File: config.mk
export PLATFORM = sky130hd
export DESIGN_NAME = sprl_regbank
export DESIGN_NICKNAME = d
export VERILOG_FILES = /design/src/hw/sprl_pkg.sv /design/src/hw/sprl_regbank.sv
export SDC_FILE = /design/constraint.sdc
export NUM_CORES = 1
export LEC_CHECK = 0
export BUFFER_PORTS_ARGS = -buffer_cell sky130_fd_sc_hd__buf_2
export CORE_AREA = 2 2 168 170
export DETAILED_ROUTE_END_ITERATION = 10
export DIE_AREA = 0 0 170 172
export MAX_ROUTING_LAYER = met4
export PLACE_DENSITY_LB_ADDON = 0.2
export SETUP_SLACK_MARGIN = 0.2
export SKIP_LAST_GASP = 1
export SLEW_MARGIN = 20
export SYNTH_ARGS = -nofsm -noshare
export SYNTH_HDL_FRONTEND = slang
export SYNTH_SLANG_ARGS = --single-unit
export TNS_END_PERCENT = 30
File: constraint.sdc
create_clock -name SYS_CLK_I -period 2.7 [get_ports SYS_CLK_I]
set_clock_uncertainty 0.1 [all_clocks]
set_input_delay 0.405 -clock SYS_CLK_I [delete_from_list [all_inputs] [get_ports SYS_CLK_I]]
set_output_delay 0.405 -clock SYS_CLK_I [all_outputs]
set_load 0.01 [all_outputs]
File: src/hw/sprl_pkg.sv
// Constants and types shared by the priority regeneration and learn-discard register bank.
package sprl_pkg;

   localparam int ADDR_W = 16;
   localparam int DATA_W = 32;
   localparam int NPORT = 3;
   localparam int PRIO_W = 3;
   localparam int STRB_W = 4;

   // Register indices; the byte address is four times the index.
   localparam logic [13:0] IDX_REGEN2 = 14'h1857;
   localparam logic [13:0] IDX_CNT0 = 14'h1858;
   localparam logic [13:0] IDX_CNT1 = 14'h1859;
   localparam logic [13:0] IDX_CNT2 = 14'h185A;
   localparam logic [13:0] IDX_MASK = 14'h1880;
   localparam logic [13:0] IDX_EVSTAT = 14'h1890;
   localparam logic [13:0] IDX_EVMASK = 14'h1891;

   // Field positions and widths.
   localparam int REGEN_W = 24;
   localparam int MASK_BIT = 0;
   localparam int EV_W = 3;

   // Reset values and the counter saturation value.
   localparam logic [23:0] REGEN_RST = 24'hFAC688;
   localparam logic MASK_RST = 1'b1;
   localparam logic [31:0] CNT_RST = 32'h0000_0000;
   localparam logic [31:0] CNT_MAX = 32'hFFFF_FFFF;
   localparam logic [2:0] EV_RST = 3'h0;

   localparam logic [1:0] RESP_OKAY = 2'h0;
   localparam logic [1:0] RESP_SLVERR = 2'h2;

   // Regeneration table, field for priority 7 in the top bits.
   typedef struct packed {
      logic [2:0] prio7_mapped_value;
      logic [2:0] prio6_mapped_value;
      logic [2:0] prio5_mapped_value;
      logic [2:0] prio4_mapped_value;
      logic [2:0] prio3_mapped_value;
      logic [2:0] prio2_mapped_value;
      logic [2:0] prio1_mapped_value;
      logic [2:0] prio0_mapped_value;
   } sprl_regen_t;

   // One read answer as it is loaded into the read channel.
   typedef struct packed {
      logic [1:0] resp;
      logic [31:0] data;
   } sprl_rd_t;

endpackage

File: src/hw/sprl_regbank.sv
// Priority regeneration, learn-discard counters and interrupt mask behind an AXI4-Lite slave.
//
// The AXI4-Lite interface to the registers was chosen for this implementation.
`timescale 1ns/100ps

// Functional notes
// - Eight writable 3-bit regeneration fields, priority 7 on top, priority 0 lowest.
// - Each received priority is replaced by its field value for queue selection.
// - After reset every field holds its own priority index.
// - A port's count increments when an address is not learned or overwritten.
// - Three separate 32-bit counters, one per port, each at its own register.
// - Reading a counter returns the full count and then clears it.
// - Counters stop at all ones and never wrap.
// - Global mask bit 0 blocks all switch interrupts; it resets set.
// - Clearing the global mask lets pending interrupts through again.
// - The mask leaves status bits untouched; events keep being recorded.
module sprl_regbank
   import sprl_pkg::*;
(
   input wire logic SYS_CLK_I,
   input wire logic RST_N_I,
   input wire logic [ADDR_W-1:0] S_AXI_AWADDR_I,
   input wire logic S_AXI_AWVALID_I,
   output logic S_AXI_AWREADY_O,
   input wire logic [DATA_W-1:0] S_AXI_WDATA_I,
   input wire logic [STRB_W-1:0] S_AXI_WSTRB_I,
   input wire logic S_AXI_WVALID_I,
   output logic S_AXI_WREADY_O,
   output logic [1:0] S_AXI_BRESP_O,
   output logic S_AXI_BVALID_O,
   input wire logic S_AXI_BREADY_I,
   input wire logic [ADDR_W-1:0] S_AXI_ARADDR_I,
   input wire logic S_AXI_ARVALID_I,
   output logic S_AXI_ARREADY_O,
   output logic [DATA_W-1:0] S_AXI_RDATA_O,
   output logic [1:0] S_AXI_RRESP_O,
   output logic S_AXI_RVALID_O,
   input wire logic S_AXI_RREADY_I,
   input wire logic RX_PRIO_VALID_I,
   input wire logic [PRIO_W-1:0] RX_PRIO_I,
   output logic REGEN_VALID_O,
   output logic [PRIO_W-1:0] REGEN_PRIO_O,
   input wire logic [NPORT-1:0] LEARN_DISCARD_I,
   input wire logic SWITCH_INTERRUPT_PENDING_I,
   output logic SWITCH_IRQ_O
);

   logic aw_rdy_r;
   logic aw_held_r;
   logic [13:0] aw_idx_r;
   logic w_rdy_r;
   logic w_held_r;
   logic [DATA_W-1:0] w_data_r;
   logic [STRB_W-1:0] w_strb_r;
   logic bvalid_r;
   logic [1:0] bresp_r;
   logic ar_rdy_r;
   logic rvalid_r;
   sprl_rd_t rd_r;
   sprl_rd_t rd_nxt;
   sprl_regen_t regen_r;
   logic mask_r;
   logic [EV_W-1:0] evstat_r;
   logic [EV_W-1:0] evmask_r;
   logic [31:0] cnt_r [NPORT];
   logic regen_valid_r;
   logic [PRIO_W-1:0] regen_prio_r;
   logic irq_r;
   logic wr_fire;
   logic rd_fire;
   logic [13:0] ar_idx;
   logic [DATA_W-1:0] wmask;
   logic [DATA_W-1:0] regen_wr;
   logic [PRIO_W-1:0] sel_prio;

   assign wr_fire = aw_held_r && w_held_r && !bvalid_r;
   assign rd_fire = S_AXI_ARVALID_I && ar_rdy_r;
   assign ar_idx = S_AXI_ARADDR_I[15:2];
   assign wmask = {{8{w_strb_r[3]}}, {8{w_strb_r[2]}}, {8{w_strb_r[1]}}, {8{w_strb_r[0]}}};
   assign regen_wr = ({8'h00, regen_r} & ~wmask) | (w_data_r & wmask);
   assign sel_prio = regen_r[RX_PRIO_I*PRIO_W +: PRIO_W];

   // Write address channel; the slot is held until the response is sent.
   always_ff @(posedge SYS_CLK_I) begin
      if (!RST_N_I) begin
         aw_rdy_r <= 1'b0;
         aw_held_r <= 1'b0;
         aw_idx_r <= 14'h0000;
      end else if (S_AXI_AWVALID_I && aw_rdy_r) begin
         aw_rdy_r <= 1'b0;
         aw_held_r <= 1'b1;
         aw_idx_r <= S_AXI_AWADDR_I[15:2];
      end else if (wr_fire) begin
         aw_held_r <= 1'b0;
      end else if (!aw_held_r && !bvalid_r) begin
         aw_rdy_r <= 1'b1;
      end
   end

   // Write data channel, accepted independently of the address.
   always_ff @(posedge SYS_CLK_I) begin
      if (!RST_N_I) begin
         w_rdy_r <= 1'b0;
         w_held_r <= 1'b0;
         w_data_r <= 32'h0000_0000;
         w_strb_r <= 4'h0;
      end else if (S_AXI_WVALID_I && w_rdy_r) begin
         w_rdy_r <= 1'b0;
         w_held_r <= 1'b1;
         w_data_r <= S_AXI_WDATA_I;
         w_strb_r <= S_AXI_WSTRB_I;
      end else if (wr_fire) begin
         w_held_r <= 1'b0;
      end else if (!w_held_r && !bvalid_r) begin
         w_rdy_r <= 1'b1;
      end
   end

   // Write response; unmapped addresses answer with a slave error.
   always_ff @(posedge SYS_CLK_I) begin
      if (!RST_N_I) begin
         bvalid_r <= 1'b0;
         bresp_r <= RESP_OKAY;
      end else if (wr_fire) begin
         bvalid_r <= 1'b1;
         if (aw_idx_r == IDX_REGEN2 || aw_idx_r == IDX_MASK || aw_idx_r == IDX_EVMASK) begin
            bresp_r <= RESP_OKAY;
         end else if (aw_idx_r == IDX_CNT0 || aw_idx_r == IDX_CNT1 || aw_idx_r == IDX_CNT2) begin
            bresp_r <= RESP_OKAY;
         end else if (aw_idx_r == IDX_EVSTAT) begin
            bresp_r <= RESP_OKAY;
         end else begin
            bresp_r <= RESP_SLVERR;
         end
      end else if (S_AXI_BREADY_I) begin
         bvalid_r <= 1'b0;
      end
   end

   // Writable registers; only documented field bits are stored.
   always_ff @(posedge SYS_CLK_I) begin
      if (!RST_N_I) begin
         regen_r <= REGEN_RST;
         mask_r <= MASK_RST;
         evmask_r <= EV_RST;
      end else if (wr_fire) begin
         if (aw_idx_r == IDX_REGEN2) begin
            regen_r <= regen_wr[REGEN_W-1:0];
         end else if (aw_idx_r == IDX_MASK) begin
            if (w_strb_r[0]) begin
               mask_r <= w_data_r[MASK_BIT];
            end
         end else if (aw_idx_r == IDX_EVMASK) begin
            if (w_strb_r[0]) begin
               evmask_r <= w_data_r[EV_W-1:0];
            end
         end
      end
   end

   // Read decode; the answer is captured at the address handshake.
   always_comb begin
      rd_nxt.resp = RESP_OKAY;
      rd_nxt.data = 32'h0000_0000;
      if (ar_idx == IDX_REGEN2) begin
         rd_nxt.data = {8'h00, regen_r};
      end else if (ar_idx == IDX_CNT0) begin
         rd_nxt.data = cnt_r[0];
      end else if (ar_idx == IDX_CNT1) begin
         rd_nxt.data = cnt_r[1];
      end else if (ar_idx == IDX_CNT2) begin
         rd_nxt.data = cnt_r[2];
      end else if (ar_idx == IDX_MASK) begin
         rd_nxt.data = {31'h0000_0000, mask_r};
      end else if (ar_idx == IDX_EVSTAT) begin
         rd_nxt.data = {29'h0000_0000, evstat_r};
      end else if (ar_idx == IDX_EVMASK) begin
         rd_nxt.data = {29'h0000_0000, evmask_r};
      end else begin
         rd_nxt.resp = RESP_SLVERR;
      end
   end

   // Read channel.
   always_ff @(posedge SYS_CLK_I) begin
      if (!RST_N_I) begin
         ar_rdy_r <= 1'b0;
         rvalid_r <= 1'b0;
         rd_r <= '0;
      end else if (rd_fire) begin
         ar_rdy_r <= 1'b0;
         rvalid_r <= 1'b1;
         rd_r <= rd_nxt;
      end else if (rvalid_r) begin
         if (S_AXI_RREADY_I) begin
            rvalid_r <= 1'b0;
         end
      end else begin
         ar_rdy_r <= 1'b1;
      end
   end

   // Learn-discard counters; an event in the clearing cycle counts as one.
   for (genvar i = 0; i < NPORT; i++) begin : g_cnt
      logic clr;
      assign clr = rd_fire && ar_idx == IDX_CNT0 + 14'(i);
      always_ff @(posedge SYS_CLK_I) begin
         if (!RST_N_I) begin
            cnt_r[i] <= CNT_RST;
         end else if (clr) begin
            cnt_r[i] <= {31'h0000_0000, LEARN_DISCARD_I[i]};
         end else if (LEARN_DISCARD_I[i] && cnt_r[i] != CNT_MAX) begin
            cnt_r[i] <= cnt_r[i] + 32'h0000_0001;
         end
      end

   end

   // Event status is recorded whatever the masks say; a read clears, a new event wins.
   always_ff @(posedge SYS_CLK_I) begin
      if (!RST_N_I) begin
         evstat_r <= EV_RST;
      end else if (rd_fire && ar_idx == IDX_EVSTAT) begin
         evstat_r <= LEARN_DISCARD_I;
      end else begin
         evstat_r <= evstat_r | LEARN_DISCARD_I;
      end
   end

   // Interrupt request, registered so the pin comes straight from a flip-flop.
   always_ff @(posedge SYS_CLK_I) begin
      if (!RST_N_I) begin
         irq_r <= 1'b0;
      end else begin
         irq_r <= !mask_r && (SWITCH_INTERRUPT_PENDING_I || |(evstat_r & ~evmask_r));
      end
   end

   // Priority regeneration; one cycle of latency per received frame.
   always_ff @(posedge SYS_CLK_I) begin
      if (!RST_N_I) begin
         regen_valid_r <= 1'b0;
         regen_prio_r <= 3'h0;
      end else begin
         regen_valid_r <= RX_PRIO_VALID_I;
         if (RX_PRIO_VALID_I) begin
            regen_prio_r <= sel_prio;
         end
      end
   end

   assign S_AXI_AWREADY_O = aw_rdy_r;
   assign S_AXI_WREADY_O = w_rdy_r;
   assign S_AXI_BVALID_O = bvalid_r;
   assign S_AXI_BRESP_O = bresp_r;
   assign S_AXI_ARREADY_O = ar_rdy_r;
   assign S_AXI_RVALID_O = rvalid_r;
   assign S_AXI_RDATA_O = rd_r.data;
   assign S_AXI_RRESP_O = rd_r.resp;
   assign REGEN_VALID_O = regen_valid_r;
   assign REGEN_PRIO_O = regen_prio_r;
   assign SWITCH_IRQ_O = irq_r;
endmodule

==> results.toml <==
[die]
initial_core_util_pct = 39.2
num_rows = 61
core_um2 = 27500
die_y_um = 172
die_w_um = 170
ios = 129
die_area_um2 = 29200

[finish]
post_route_cells_drive_above_1_share_pct = 18.3
fillers = 2677
final_util_pct = 46.0
nNetsFinal = 1285
area_growth_pct = 17.6
final_cell_mix = "nand2_1 (144), dfxtp_1 (118), nor2_1 (114)"
mostFrequentLayoutCell = "nand2_1"
final_cell_area_um2 = 12600

[power_and_ir_drop]
p_sw_w = 0.00189
ir_drop_v = 0.000395
seq_power_share_pct = 48.4
power_density_nw_per_um2 = 609
clock_power_share_pct = 44.5
cell_internal_pwr_w = 0.00580
combPwrFrac_pct = 7.1
power_w = 0.00770
power_leakage_nw = 4.82
swShare_pct = 24.6

[synth]
yosysWarnings = 0
ys_ff_latch = 214
synth_cell_types = 71
synth_edf_count = 96
synthCells = 1084
ys_seq_area_share_pct = 48.7
syn_area_um2 = 10800
synth.area.top_cells = "edfxtp_1 (27%), dfxtp_1 (22%), mux2i_1 (5.7%), nand2_1 (5.0%), nor2_1 (4.0%)"
ys.flop_type = "dfxtp_1"
syn_avg_cell_area_um2 = 9.93
synth_top_area_share_pct = 26.8
yosysTopAreaCell = "edfxtp_1"
synthArstFlopShare_pct = 0

[clock_tree]
insertion_delay_ps = 520
cts_buffers = 25
root_buffer = "clkbuf_16"
cts_tree = "done"
hold_buffers = 0
h-tree-depth = 1
numClockSinks = 214
post_cts_buffers = 0
clk_pin_slew_worst_paths_ps = 60
cts_buffer_depth = 3

[route]
wl_um = 29300
ant_nets = 0
vias = 8460
drt-pass1-iter-count = 5
drc = 0
wl_per_cell_um = 18.7
first_iter_violations = 727
viasPerCell = 5.40

[worst_setup_path]
arrival_ps = 2420
path_max_fanout = 32
crit_family = "simple AND/OR/NAND/NOR gates"
max_stage_delay_ps = 500
cp-start-kind = "register"
cp_num_buf_inv = 1
cp.required_ps = 2770
path_cells = "and4_1 -> and4_1 -> nand4b_1 -> nand4_1 -> nand3_2 -> buf_4"
crit_slowest_cell = "edfxtp_1"
crit_top_cell = "and4_1"
worstSetupPathType = "reg -> reg"
end_kind = "register"

[sta]
hold_viol = 0
fin_crit_ps = 2350
finalMaxSlewViolations = 0
holdWs_ps = 30.3
setup-tns-final_ps = 0
maxSlewHeadroom_pct = 43.3
max_freq_mhz = 426
tightestPinTransition_ps = 849
finalSetupViolations = 0
fin_crit_sh_pct = 86.9
rsz0062_at_grt = "false"

[grt]
grt_max_degree = 101
grt_pass1_vias = 8000
antenna_found_initial = 3
track_usage_pct = 20.5
overflow = 0
grt_pass1_wl_um = 45200

[flow_run]
cap_violations = 0

[placed_design]
gp_congestion = 0.845
place_area_um2 = 11800
portBuffers = 113
dp_hpwl_um = 21300

[hold_path]
worstHoldPathType = "in -> reg"

[run_status]
status = "finished, final reports clean"
[tightest hold or removal path, cell delays in order]
cell and delay [ps]:
buf_2 90, nand2_1 40, a21boi_0 60
[power groups by stage]
stage / logic, W / registers (W) / clock network (W)
after CTS: 0.000551 / 0.00372 / 0.00350
after detailed placement: 0.000547 / 0.00379 / 0
final: 0.000546 / 0.00372 / 0.00343
after floorplan: 0.000345 / 0.00373 / 0
after global placement: 0.000539 / 0.00378 / 0
after global routing: 0.000607 / 0.00374 / 0.00363
[metal layers]
layer	share of wire, %	global-route usage (%)	up-vias
met1	45	27.6	4074
met3	6.3	3.27	43
met2	46	32.2	220
met4	2.5	5.72	0
met5	0	-	-
li1	-	-	4123
[Yosys cell counts, drive strengths merged (31+ instances only)]
| cell type | count |
|---|---|
| a21boi | 47 |
| and3 | 35 |
| clkbuf | 31 |
| dfxtp | 118 |
| edfxtp | 96 |
| mux2i | 61 |
| nand2 | 144 |
| nand3 | 45 |
| nand4 | 31 |
| nor2 | 114 |
| o21ai | 31 |
| xnor2 | 42 |
| xor2 | 48 |
[final timing paths]
path / end / startpoint / slack, ps / cells past startpoint
setup reg to reg: cnt_r[2][16]$_SDFFCE_PN0P_ / cnt_r[2][21]$_SDFFCE_PN0P_ / 350 / 6
hold reg to reg: w_data_r[10]$_SDFFE_PN0P_ / w_data_r[10]$_SDFFE_PN0P_ / 360 / 2
setup / recovery: cnt_r[2][16]$_SDFFCE_PN0P_ / cnt_r[2][21]$_SDFFCE_PN0P_ / 350 / 6
hold / removal: aw_idx_r[11]$_SDFFE_PN0P_ / S_AXI_AWADDR_I[13] / 30 / 3
[cells by family after synthesis]
logic type	Yosys count	share of synthesized area, %
other	1	0.0349
adders and majority gates	3	0.349
xor gates and xnor gates	90	7.33
muxes	68	7.03
buffers and inverters	76	3.47
and+or+nand+nor	484	23.1
AOI/OAI and AO/OA	148	9.97
DFF	214	48.7
[final cells by class]
cell class,count,area [um2],area share [%]
flip-flops and latches,214,5250,41.5
multi-input cells,795,5180,40.9
repair buffers,144,863,6.82
clock buffers,34,773,6.11
well taps,346,433,3.42
clock inverters,12,78.8,0.623
inverters,19,71.3,0.564
diodes,3,7.51,0.0593
[metrics by stage]
stage / setup slack (ps) / cells
6_report: 353 / 1567
5_1_grt: 245 / 1567
4_1_cts: 330 / 1564
3_5_place_dp: 217 / 1518
3_3_place_gp: 222 / 1518
2_1_floorplan: 188 / 1085
[timing repair]
action | CTS | global route
setup endpoints to repair | 0 | 32
gates resized for setup | 0 | 1
endpoints found under the hold margin | 0 | 0
Power figures use the tool's default switching activity.
